==> src/hdl/irpm_map.svh <==
// Purpose: Constants of the infrared pulse modulator.
// Assumes: Core clock of 20 MHz unless CLK_HZ is overridden.
// Notes: Times are kept in their own units; cycle counts are derived.
`ifndef IRPM_MAP_SVH
`define IRPM_MAP_SVH
`define IRPM_CLK_HZ 20000000
`define IRPM_NS_PER_S 1000000000
`define IRPM_RATE_MASK 9'h1FF
`define IRPM_HZ_2K4 2400
`define IRPM_HZ_9K6 9600
`define IRPM_HZ_19K2 19200
`define IRPM_HZ_38K4 38400
`define IRPM_HZ_57K6 57600
`define IRPM_HZ_115K2 115200
`define IRPM_HZ_576K 576000
`define IRPM_HZ_1M152 1152000
`define IRPM_HZ_4M 4000000
`define IRPM_RZI_TICKS 16
`define IRPM_PPM_CHIPS 4
`define IRPM_CHIP_NS 125
`define IRPM_SLOW_PULSE_TICKS 3
`define IRPM_FAST_PULSE_TICKS 4
`define IRPM_ASYNC_BITS 10
`define IRPM_SYNC_BITS 8
`define IRPM_SHORT_PULSE_NS 1630
`define IRPM_SIP_ON_NS 1600
`define IRPM_SIP_OFF_NS 7100
`define IRPM_SIP_INTERVAL_MS 500
`define IRPM_TURNAROUND_US 500
`define IRPM_SYNC_FLAG 8'h7E
`define IRPM_ASYNC_FLAG 8'hC0
`endif

==> src/hdl/irpm_pkg.sv <==
// Purpose: Types shared by the infrared pulse modulator.
// Assumes: Nothing beyond SystemVerilog packages.
// Notes: Rate codes index the supported-rate mask.
package irpm_pkg;
    // Selectable signalling rates.
    typedef enum logic [3:0] {
        IRPM_RATE_2K4 = 4'h0,
        IRPM_RATE_9K6 = 4'h1,
        IRPM_RATE_19K2 = 4'h2,
        IRPM_RATE_38K4 = 4'h3,
        IRPM_RATE_57K6 = 4'h4,
        IRPM_RATE_115K2 = 4'h5,
        IRPM_RATE_576K = 4'h6,
        IRPM_RATE_1M152 = 4'h7,
        IRPM_RATE_4M = 4'h8
    } irpm_rate_e;

    // Transmit sequencer states, one-hot.
    typedef enum logic [4:0] {
        IRPM_ST_IDLE = 5'h01,
        IRPM_ST_COND = 5'h02,
        IRPM_ST_DATA = 5'h04,
        IRPM_ST_SIP_ON = 5'h08,
        IRPM_ST_SIP_OFF = 5'h10
    } irpm_state_e;
endpackage : irpm_pkg

==> src/hdl/irpm_modulator.sv <==
// Purpose: Turns a byte stream into timed infrared drive pulses.
// Assumes: Bytes come from a framer that adds flags, CRC and stuffing.
// Notes: Fast rates need a clock well above 20 MHz for edge accuracy.
`timescale 1ns/10ps
`include "irpm_map.svh"
module irpm_modulator #(
    parameter int unsigned CLK_HZ = `IRPM_CLK_HZ,
    parameter logic [8:0] RATE_MASK = `IRPM_RATE_MASK,
    parameter int unsigned FLAG_W = 4,
    parameter int unsigned SIP_INTERVAL_CYC =
        `IRPM_SIP_INTERVAL_MS * (CLK_HZ / 1000),
    parameter int unsigned RX_HOLD_CYC =
        `IRPM_TURNAROUND_US * (CLK_HZ / 1000000)
) (
    input wire logic core_clk,
    input wire logic rst_n,
    input wire irpm_pkg::irpm_rate_e rate_sel,
    input wire logic short_pulse_en,
    input wire logic [FLAG_W-1:0] extra_flags,
    input wire logic link_up,
    input wire logic tx_valid,
    input wire logic [7:0] tx_data,
    output logic tx_ready,
    output logic ir_drive,
    output logic rx_enable,
    output logic frame_busy,
    output logic sip_active
);
    import irpm_pkg::*;

    // Cycle counts derived from the printed times.
    localparam int unsigned CLK_MHZ = CLK_HZ / 1000000;
    localparam int unsigned SIP_ON_CYC =
        (`IRPM_SIP_ON_NS * CLK_MHZ + 999) / 1000;
    localparam int unsigned SIP_OFF_CYC =
        (`IRPM_SIP_OFF_NS * CLK_MHZ + 999) / 1000;
    localparam int unsigned SHORT_CYC =
        (`IRPM_SHORT_PULSE_NS * CLK_MHZ + 500) / 1000;
    localparam int unsigned CYC_W = $clog2(SIP_OFF_CYC + 1);
    localparam int unsigned SIP_W = $clog2(SIP_INTERVAL_CYC + 1);
    localparam int unsigned RXH_W = $clog2(RX_HOLD_CYC + 1);
    localparam int unsigned NRATE = 9;

    // Tick frequency for a rate code: sixteen ticks per bit for the
    // return-to-zero rates, one tick per chip for position coding.
    function automatic logic [31:0] irpm_inc(input int unsigned idx);
        logic [63:0] hz;
        hz = 64'h0;
        case (idx)
            0: hz = 64'(`IRPM_HZ_2K4);
            1: hz = 64'(`IRPM_HZ_9K6);
            2: hz = 64'(`IRPM_HZ_19K2);
            3: hz = 64'(`IRPM_HZ_38K4);
            4: hz = 64'(`IRPM_HZ_57K6);
            5: hz = 64'(`IRPM_HZ_115K2);
            6: hz = 64'(`IRPM_HZ_576K);
            7: hz = 64'(`IRPM_HZ_1M152);
            default: hz = 64'h0;
        endcase
        if (idx == 8) begin
            hz = 64'(`IRPM_NS_PER_S / `IRPM_CHIP_NS);
        end else begin
            hz = hz * 64'(`IRPM_RZI_TICKS);
        end
        irpm_inc = 32'((hz << 32) / 64'(CLK_HZ));
    endfunction : irpm_inc

    irpm_state_e state_q, state_d;
    irpm_rate_e rate_q;
    logic [31:0] inc_tab [NRATE];
    logic [31:0] inc;
    logic [8:0] mask_eff;
    logic hs, ppm, fast_rzi, short_q, tick, restart;
    logic [3:0] tick_cnt_q;
    logic [3:0] last_tick;
    logic [3:0] pulse_ticks;
    logic [3:0] bits_left_q;
    logic [3:0] step;
    logic [9:0] shreg_q;
    logic [9:0] word_d;
    logic [3:0] word_bits;
    logic [7:0] byte_d;
    logic bit_end, word_end, load_word, take_hold;
    logic [FLAG_W-1:0] flag_cnt_q;
    logic [7:0] hold_q;
    logic hold_vld_q, hold_vld_d, take, tx_ready_q;
    logic [CYC_W-1:0] cyc_q;
    logic [CYC_W-1:0] short_cnt_q;
    logic [SIP_W-1:0] sip_cnt_q;
    logic sip_due, sip_link;
    logic [RXH_W-1:0] rx_cnt_q;
    logic rx_en_q, drive_d, drive_q, busy_q, sip_q;

    // One increment per rate code, all fixed at elaboration.
    genvar gi;
    for (gi = 0; gi < NRATE; gi++) begin : g_inc
        assign inc_tab[gi] = irpm_inc(gi);
    end

    // Rate class decode of the latched rate.
    assign hs = (rate_q == IRPM_RATE_576K) || (rate_q == IRPM_RATE_1M152)
        || (rate_q == IRPM_RATE_4M);
    assign ppm = (rate_q == IRPM_RATE_4M);
    assign fast_rzi = hs && !ppm;
    assign inc = inc_tab[rate_q];
    assign last_tick = ppm ? 4'(`IRPM_PPM_CHIPS - 1)
        : 4'(`IRPM_RZI_TICKS - 1);
    assign pulse_ticks = fast_rzi ? 4'(`IRPM_FAST_PULSE_TICKS)
        : 4'(`IRPM_SLOW_PULSE_TICKS);
    assign step = ppm ? 4'h2 : 4'h1;
    assign mask_eff = RATE_MASK | 9'h002;

    // The rate is frozen while anything is queued or on the air, so a
    // frame never changes speed halfway.
    always_ff @(posedge core_clk) begin
        if (!rst_n) begin
            rate_q <= IRPM_RATE_9K6;
            short_q <= 1'b0;
        end else if (state_q == IRPM_ST_IDLE && !hold_vld_q) begin
            if (mask_eff[rate_sel] && (32'(rate_sel) < NRATE)) begin
                rate_q <= rate_sel;
            end else begin
                rate_q <= IRPM_RATE_9K6;
            end
            short_q <= short_pulse_en;
        end
    end

    irpm_rate_gen u_rate_gen (
        .core_clk(core_clk),
        .rst_n(rst_n),
        .restart(restart),
        .inc(inc),
        .tick(tick)
    );

    // Tick and bit position strobes.
    assign restart = (state_q == IRPM_ST_IDLE) && hold_vld_q;
    assign bit_end = tick && (tick_cnt_q == last_tick);
    assign word_end = bit_end && (bits_left_q == step);
    assign sip_link = link_up && hs;
    assign sip_due = sip_link && (sip_cnt_q >= SIP_W'(SIP_INTERVAL_CYC - 1));

    // Sequencer: flags, data bytes, then the optional interaction pulse.
    always_comb begin
        state_d = state_q;
        case (state_q)
            IRPM_ST_IDLE: begin
                if (hold_vld_q) begin
                    if (extra_flags != '0) begin
                        state_d = IRPM_ST_COND;
                    end else begin
                        state_d = IRPM_ST_DATA;
                    end
                end else if (sip_due) begin
                    state_d = IRPM_ST_SIP_ON;
                end
            end
            IRPM_ST_COND: begin
                if (word_end && flag_cnt_q == FLAG_W'(1)) begin
                    state_d = IRPM_ST_DATA;
                end
            end
            IRPM_ST_DATA: begin
                if (word_end && !hold_vld_q) begin
                    if (sip_link) begin
                        state_d = IRPM_ST_SIP_ON;
                    end else begin
                        state_d = IRPM_ST_IDLE;
                    end
                end
            end
            IRPM_ST_SIP_ON: begin
                if (cyc_q == CYC_W'(SIP_ON_CYC - 1)) begin
                    state_d = IRPM_ST_SIP_OFF;
                end
            end
            IRPM_ST_SIP_OFF: begin
                if (cyc_q == CYC_W'(SIP_OFF_CYC - 1)) begin
                    state_d = IRPM_ST_IDLE;
                end
            end
            default: begin
                state_d = IRPM_ST_IDLE;
            end
        endcase
    end

    always_ff @(posedge core_clk) begin
        if (!rst_n) begin
            state_q <= IRPM_ST_IDLE;
        end else begin
            state_q <= state_d;
        end
    end

    // A new word loads at frame start or at the end of the last one.
    assign load_word = restart || (word_end && (state_d == IRPM_ST_COND
        || (state_d == IRPM_ST_DATA && hold_vld_q)));
    assign take_hold = load_word && (state_d == IRPM_ST_DATA);

    // Word framing: asynchronous bytes carry start and stop bits, the
    // synchronous rates send the eight data bits back to back.
    always_comb begin
        byte_d = hold_q;
        if (state_d == IRPM_ST_COND) begin
            byte_d = hs ? `IRPM_SYNC_FLAG : `IRPM_ASYNC_FLAG;
        end
        if (hs) begin
            word_d = {2'b11, byte_d};
            word_bits = 4'(`IRPM_SYNC_BITS);
        end else begin
            word_d = {1'b1, byte_d, 1'b0};
            word_bits = 4'(`IRPM_ASYNC_BITS);
        end
    end

    // Shifter and tick counter; least significant bit goes first.
    always_ff @(posedge core_clk) begin
        if (!rst_n) begin
            shreg_q <= 10'h3FF;
            bits_left_q <= 4'h0;
            tick_cnt_q <= 4'h0;
        end else if (load_word) begin
            shreg_q <= word_d;
            bits_left_q <= word_bits;
            tick_cnt_q <= 4'h0;
        end else if (bit_end) begin
            shreg_q <= ppm ? {2'b11, shreg_q[9:2]}
                : {1'b1, shreg_q[9:1]};
            bits_left_q <= bits_left_q - step;
            tick_cnt_q <= 4'h0;
        end else if (tick) begin
            tick_cnt_q <= tick_cnt_q + 4'h1;
        end
    end

    // Remaining beginning flags of the current frame.
    always_ff @(posedge core_clk) begin
        if (!rst_n) begin
            flag_cnt_q <= '0;
        end else if (restart) begin
            flag_cnt_q <= extra_flags;
        end else if (word_end && state_q == IRPM_ST_COND) begin
            flag_cnt_q <= flag_cnt_q - FLAG_W'(1);
        end
    end

    // One-byte holding stage between the source and the shifter.
    assign take = tx_valid && tx_ready_q;
    always_comb begin
        hold_vld_d = hold_vld_q;
        if (take) begin
            hold_vld_d = 1'b1;
        end else if (take_hold) begin
            hold_vld_d = 1'b0;
        end
    end

    always_ff @(posedge core_clk) begin
        if (!rst_n) begin
            hold_q <= 8'h0;
            hold_vld_q <= 1'b0;
            tx_ready_q <= 1'b0;
        end else begin
            if (take) begin
                hold_q <= tx_data;
            end
            hold_vld_q <= hold_vld_d;
            tx_ready_q <= !hold_vld_d;
        end
    end

    // Cycle counter for the interaction pulse phases.
    always_ff @(posedge core_clk) begin
        if (!rst_n || state_d != state_q) begin
            cyc_q <= '0;
        end else if (state_q == IRPM_ST_SIP_ON
            || state_q == IRPM_ST_SIP_OFF) begin
            cyc_q <= cyc_q + CYC_W'(1);
        end
    end

    // Fixed short pulse restarts at each bit; it is cycle counted so its
    // width does not depend on the selected rate.
    always_ff @(posedge core_clk) begin
        if (!rst_n) begin
            short_cnt_q <= '0;
        end else if (load_word || (bit_end && !word_end)) begin
            short_cnt_q <= CYC_W'(SHORT_CYC);
        end else if (short_cnt_q != '0) begin
            short_cnt_q <= short_cnt_q - CYC_W'(1);
        end
    end

    // Interval timer; it only runs while a fast connection is up, and
    // every interaction pulse, wherever sent, restarts it.
    always_ff @(posedge core_clk) begin
        if (!rst_n || !sip_link || state_q == IRPM_ST_SIP_ON) begin
            sip_cnt_q <= '0;
        end else if (!sip_due) begin
            sip_cnt_q <= sip_cnt_q + SIP_W'(1);
        end
    end

    // Drive level per coding; a one-hot chip that ends a symbol and a
    // chip that opens the next simply leave the drive on, merging them.
    always_comb begin
        drive_d = 1'b0;
        case (state_q)
            IRPM_ST_COND, IRPM_ST_DATA: begin
                if (ppm) begin
                    drive_d = (tick_cnt_q[1:0]
                        == {shreg_q[0], shreg_q[1]});
                end else if (short_q && !hs) begin
                    drive_d = !shreg_q[0] && (short_cnt_q != '0);
                end else begin
                    drive_d = !shreg_q[0]
                        && (tick_cnt_q < pulse_ticks);
                end
            end
            IRPM_ST_SIP_ON: begin
                drive_d = 1'b1;
            end
            default: begin
                drive_d = 1'b0;
            end
        endcase
    end

    // Registered drive keeps every edge one fixed clock after its tick.
    always_ff @(posedge core_clk) begin
        if (!rst_n) begin
            drive_q <= 1'b0;
            busy_q <= 1'b0;
            sip_q <= 1'b0;
        end else begin
            drive_q <= drive_d;
            busy_q <= (state_d == IRPM_ST_COND)
                || (state_d == IRPM_ST_DATA);
            sip_q <= (state_d == IRPM_ST_SIP_ON)
                || (state_d == IRPM_ST_SIP_OFF);
        end
    end

    // Receiver gate: blanked while sending, reopened after a hold that
    // never exceeds the allowed turnaround.
    always_ff @(posedge core_clk) begin
        if (!rst_n) begin
            rx_cnt_q <= '0;
            rx_en_q <= 1'b1;
        end else if (state_d != IRPM_ST_IDLE) begin
            rx_cnt_q <= '0;
            rx_en_q <= 1'b0;
        end else if (rx_cnt_q >= RXH_W'(RX_HOLD_CYC - 1)) begin
            rx_en_q <= 1'b1;
        end else begin
            rx_cnt_q <= rx_cnt_q + RXH_W'(1);
        end
    end

    assign tx_ready = tx_ready_q;
    assign ir_drive = drive_q;
    assign rx_enable = rx_en_q;
    assign frame_busy = busy_q;
    assign sip_active = sip_q;
endmodule : irpm_modulator

==> src/hdl/irpm_rate_gen.sv <==
// Purpose: Fractional tick generator for bit and chip timing.
// Assumes: Increment is inc = f_tick * 2^32 / f_clk, below 2^32.
// Notes: Average rate is truncated to a step of f_clk/2^32; each tick jitters by one clock.
`timescale 1ns/10ps
module irpm_rate_gen (
    input wire logic core_clk,
    input wire logic rst_n,
    input wire logic restart,
    input wire logic [31:0] inc,
    output logic tick
);
    logic [31:0] acc_q;
    logic tick_q;
    logic [32:0] sum;

    // Carry out of the accumulator marks one tick period.
    assign sum = {1'b0, acc_q} + {1'b0, inc};

    // A restart realigns the phase so a frame begins on a full period.
    always_ff @(posedge core_clk) begin
        if (!rst_n || restart) begin
            acc_q <= 32'h0;
            tick_q <= 1'b0;
        end else begin
            acc_q <= sum[31:0];
            tick_q <= sum[32];
        end
    end

    assign tick = tick_q;
endmodule : irpm_rate_gen

==> config.mk <==
export PLATFORM = sky130hd
export DESIGN_NAME = irpm_modulator
export DESIGN_NICKNAME = d
export VERILOG_FILES = /design/src/hdl/irpm_pkg.sv /design/src/hdl/irpm_modulator.sv /design/src/hdl/irpm_rate_gen.sv
export VERILOG_INCLUDE_DIRS = /design/src /design/src/hdl
export SDC_FILE = /design/constraint.sdc
export NUM_CORES = 1
export LEC_CHECK = 0
export ABC_AREA = 1
export BUFFER_PORTS_ARGS = -buffer_cell sky130_fd_sc_hd__buf_2
export CAP_MARGIN = 10
export CORE_MARGIN = 2
export CORE_UTILIZATION = 62
export CTS_BUF_LIST = sky130_fd_sc_hd__clkbuf_4 sky130_fd_sc_hd__clkbuf_8
export DETAILED_ROUTE_END_ITERATION = 12
export GPL_TIMING_DRIVEN = 0
export PLACE_DENSITY = 0.79
export SYNTH_ARGS = -nofsm -noshare
export SYNTH_HDL_FRONTEND = slang
export SYNTH_SLANG_ARGS = --single-unit
==> constraint.sdc <==
create_clock -name core_clk -period 6.3 [get_ports core_clk]
set_clock_uncertainty 0.1 [all_clocks]
set_input_delay 0.63 -clock core_clk [delete_from_list [all_inputs] [get_ports core_clk]]
set_output_delay 0.63 -clock core_clk [all_outputs]
set_load 0.05 [all_outputs]
==> results.yml <==
power_and_ir_drop:
  p_clk_share_pct: 25.6
  p_int_mw: 1.847
  power_frac_comb_pct: 41.2
  p_sw_mw: 1.228
  cellPowerDensity_mw_per_mm2: 334.6
  p_leak_nw: 4.095
  ir_drop_v: 0.0002719
  sw_frac_of_total_pct: 39.93
  seqPwrFrac_pct: 33.2
synthesis:
  syn-num-nets: 1342
  synth_area_per_cell_um2: 6.622
  synth_top_family_by_area: "simple AND/OR/NAND/NOR gates"
  yosys.area_share.simple_pct: 32.76
  synth_async_sr_flop_share_pct: 0
  synth_top_area_share_pct: 31.42
  synth_cell_type_count: 52
  synth-adder-area-share_pct: 7.767
  synth_flop_cell: "dfxtp_1"
  synth_compound_area_share_pct: 15.71
  netlist_area_mm2: 0.008409
  seq_area_frac_synth_pct: 31.42
  yosysWarnings: 0
  syn_inst: 1270
  synth-edff-count: 0
  muxShareOfSynthArea_pct: 0
  synth_xor_area_share_pct: 3.229
  synth_area_leaders: "dfxtp_1 (31%), nand2_1 (12%), inv_1 (7.5%), ha_1 (7.3%), a21oi_1 (7.3%)"
  synth_top_cell_by_area: "dfxtp_1"
  ys_ff_latch: 132
drt:
  firstDrtPassIters: 5
  wl_per_cell_um: 13.63
  wl_um: 20480
  vias: 8389
  viasPerCell: 5.585
  drtIter0Drc: 716
  antenna_left: 0
  drc: 0
hold_path:
  hold_path.class: "in2reg"
  hold_depth: 3
clocking:
  cts_inserted_buffers: 17
  cts_hold_buf: 0
  cts_setup_buffers: 0
  clockBufferDepth: 2
  clock_latency_ps: 450
  clkSlewWorstSetupHoldPaths_ps: 70
  cts_tree: "built"
  cts-root-buf: "clkbuf_8"
  htree_levels: 4
  clock-sinks: 132
  cts-resized-gates: 0
run_status:
  status: "completed"
sta:
  hold_violations: 0
  fin_crit_ps: 3760
  setup_ws_ps: 2540
  fin_hold_ws_ps: 342.9
  relSlewSlack_pct: 23.47
  max_clock_freq_mhz: 266.0
  tns_ps: 0
  worst_slew_pin_slew_ps: 1137
  min_period_over_period_pct: 59.68
  setup_viol: 0
  drv_slew: 0
  rsz0062_at_grt: "no"
worst_setup_path:
  path_depth: 19
  required_ps: 6550
  startpoint_type: "flop"
  arrival_ps: 4010
  cp_slowest_cell: "dfxtp_1"
  critPathMaxStageDelay_ps: 440
  rrSetupSlack_ps: 2540
  crit_type: "reg2reg"
  reg2reg_to: "shreg_q[8]"
  crit_buf_inv: 5
  r2r-start: "rate_q[1]"
  cp_top_family: "simple AND/OR/NAND/NOR gates"
  critPathCapture: "shreg_q[8]"
  r2r_cells: 19
  worstPathCellList: "inv_1, ha_1, nand3_4, clkbuf_1, ha_1, nand2_1, nor3_1, inv_1, nor2_8, nand3_1, nand3_2, nand2_1, nand2_2, nand2_2, nand2_2, buf_6, nand3_1, o21ai_1, inv_1"
  cp-end-kind: "flop"
  cp-startpoint: "rate_q[1]"
  path_max_fanout: 11
layout:
  antennaDiodeCount: 0
  final_cells: 1502
  synthToLayoutAreaGrowth_pct: 9.255
  nets: 1385
  postLayoutCellArea_mm2: 0.009188
  n_fill_cell: 1227
  regArea_mm2: 0.002643
  layout_commonest_cell: "nand2_1"
  multiInputGateArea_mm2: 0.005001
  drive_above_1_share_pct: 7.466
  final_cell_mix: "nand2_1 (279), inv_1 (168), nor2_1 (138)"
flow_run:
  drv_cap: 0
global_routing:
  track_usage_pct: 29.34
  grt_antenna_before_repair: 0
  grt_pass1_vias: 7768
  grt_pass1_wl_um: 34800
  grt.overflow.total: 0
  grt_max_degree: 17
place:
  place_inst: 1470
  post_dp_cell_area_mm2: 0.008750
  hpwl_um: 15730
  io_buffers: 24
  post-place-ws_ps: 2620
  place.gp.congestion: 0.9636
floorplan:
  die_x_um: 120.5
  dieArea_mm2: 0.01451
  die_h_um: 120.5
  core_mm2: 0.01324
  rows: 42
  pin_count: 26
  start_util_pct: 63.50
-- per-layer routing --
layer,vias to the layer above,track usage [%],wire (um)
met5,-,0,0
met1,3842,38.34,9520
met4,0,9.666,478
met2,216,48.69,9543
met3,46,5.708,935
li1,4285,-,-
-- cells by family after synthesis --
family,Yosys count
buffers and inverters,200
and+or+nand+nor,618
xor gates and xnor gates,31
adders and majority gates,51
DFF,132
AOI/OAI and AO/OA,238
-- cell usage after synthesis (4+ instances only) --
| library cell | n |
|---|---|
| a21oi_1 | 122 |
| inv_2 | 5 |
| nor2_1 | 138 |
| ha_1 | 49 |
| nor4_1 | 11 |
| o21ai_0 | 68 |
| o21bai_1 | 4 |
| nand4_1 | 33 |
| dfxtp_1 | 132 |
| a31oi_1 | 8 |
| or2_2 | 11 |
| o21ai_1 | 4 |
| xnor2_1 | 10 |
| nor3_1 | 43 |
| nand2_2 | 4 |
| nand3_1 | 79 |
| nor3b_1 | 5 |
| a21o_1 | 10 |
| clkinv_1 | 5 |
| xor2_1 | 21 |
| clkbuf_1 | 14 |
| inv_1 | 168 |
| nand2_1 | 279 |
-- how the worst min path moves through the flow --
stage / from / end / slack [ps]
6_report: tx_data[7] / hold_q[7] / 340
5_1_grt: extra_flags[2] / flag_cnt_q[2] / 350
4_1_cts: tx_data[7] / hold_q[7] / 330
3_5_place_dp: rx_cnt_q[13] / rx_cnt_q[13] / 350
3_3_place_gp: rx_cnt_q[13] / rx_cnt_q[13] / 350
2_1_floorplan: hold_q[6] / hold_q[6] / 330
-- per-stage QoR --
stage	total power [mW]	util, %
floorplan	1.991	-
global placement	2.238	66.07
finish	3.074	69.38
CTS	3.059	69.38
detailed placement	2.269	66.07
global route	3.320	69.38
-- final cells by class --
type                            instances  share of cell area (%)
Timing Repair Buffer                   24                   1.307
Sequential cell                       132                   28.76
Clock buffer                           19                   2.778
Multi-Input combinational cell        938                   54.43
Buffer                                 22                   1.062
Tap cell                              176                   2.397
Clock inverter                         13                   1.988
Inverter                              178                   7.272
-- registers in the layout (all words and copies together) (netlist names) --
signal and count:
short_cnt_q 8, sip_cnt_q 24, hold_q 8, rx_cnt_q 14, ir_drive 1, tx_ready 1, tick_cnt_q 4, frame_busy 1
short_q 1, rate_q 4, sip_active 1, bits_left_q 4, shreg_q 9, u_rate_gen.tick 1, flag_cnt_q 4, rx_enable 1
u_rate_gen.acc_q 32, hold_vld_q 1, state_q 5, cyc_q 8
-- power groups by stage --
stage	clock (mW)	combinational, mW	sequential [mW]
5_1_grt	0.838	1.45	1.03
2_1_floorplan	0	0.964	1.03
3_5_place_dp	0	1.23	1.04
3_3_place_gp	0	1.21	1.03
6_report	0.788	1.27	1.02
4_1_cts	0.796	1.24	1.02
-- tightest hold or removal path, stage by stage --
cell and delay (ps):
buf_2 70, o21ai_0 70, nor2_1 80
Power figures use the tool's default switching activity.
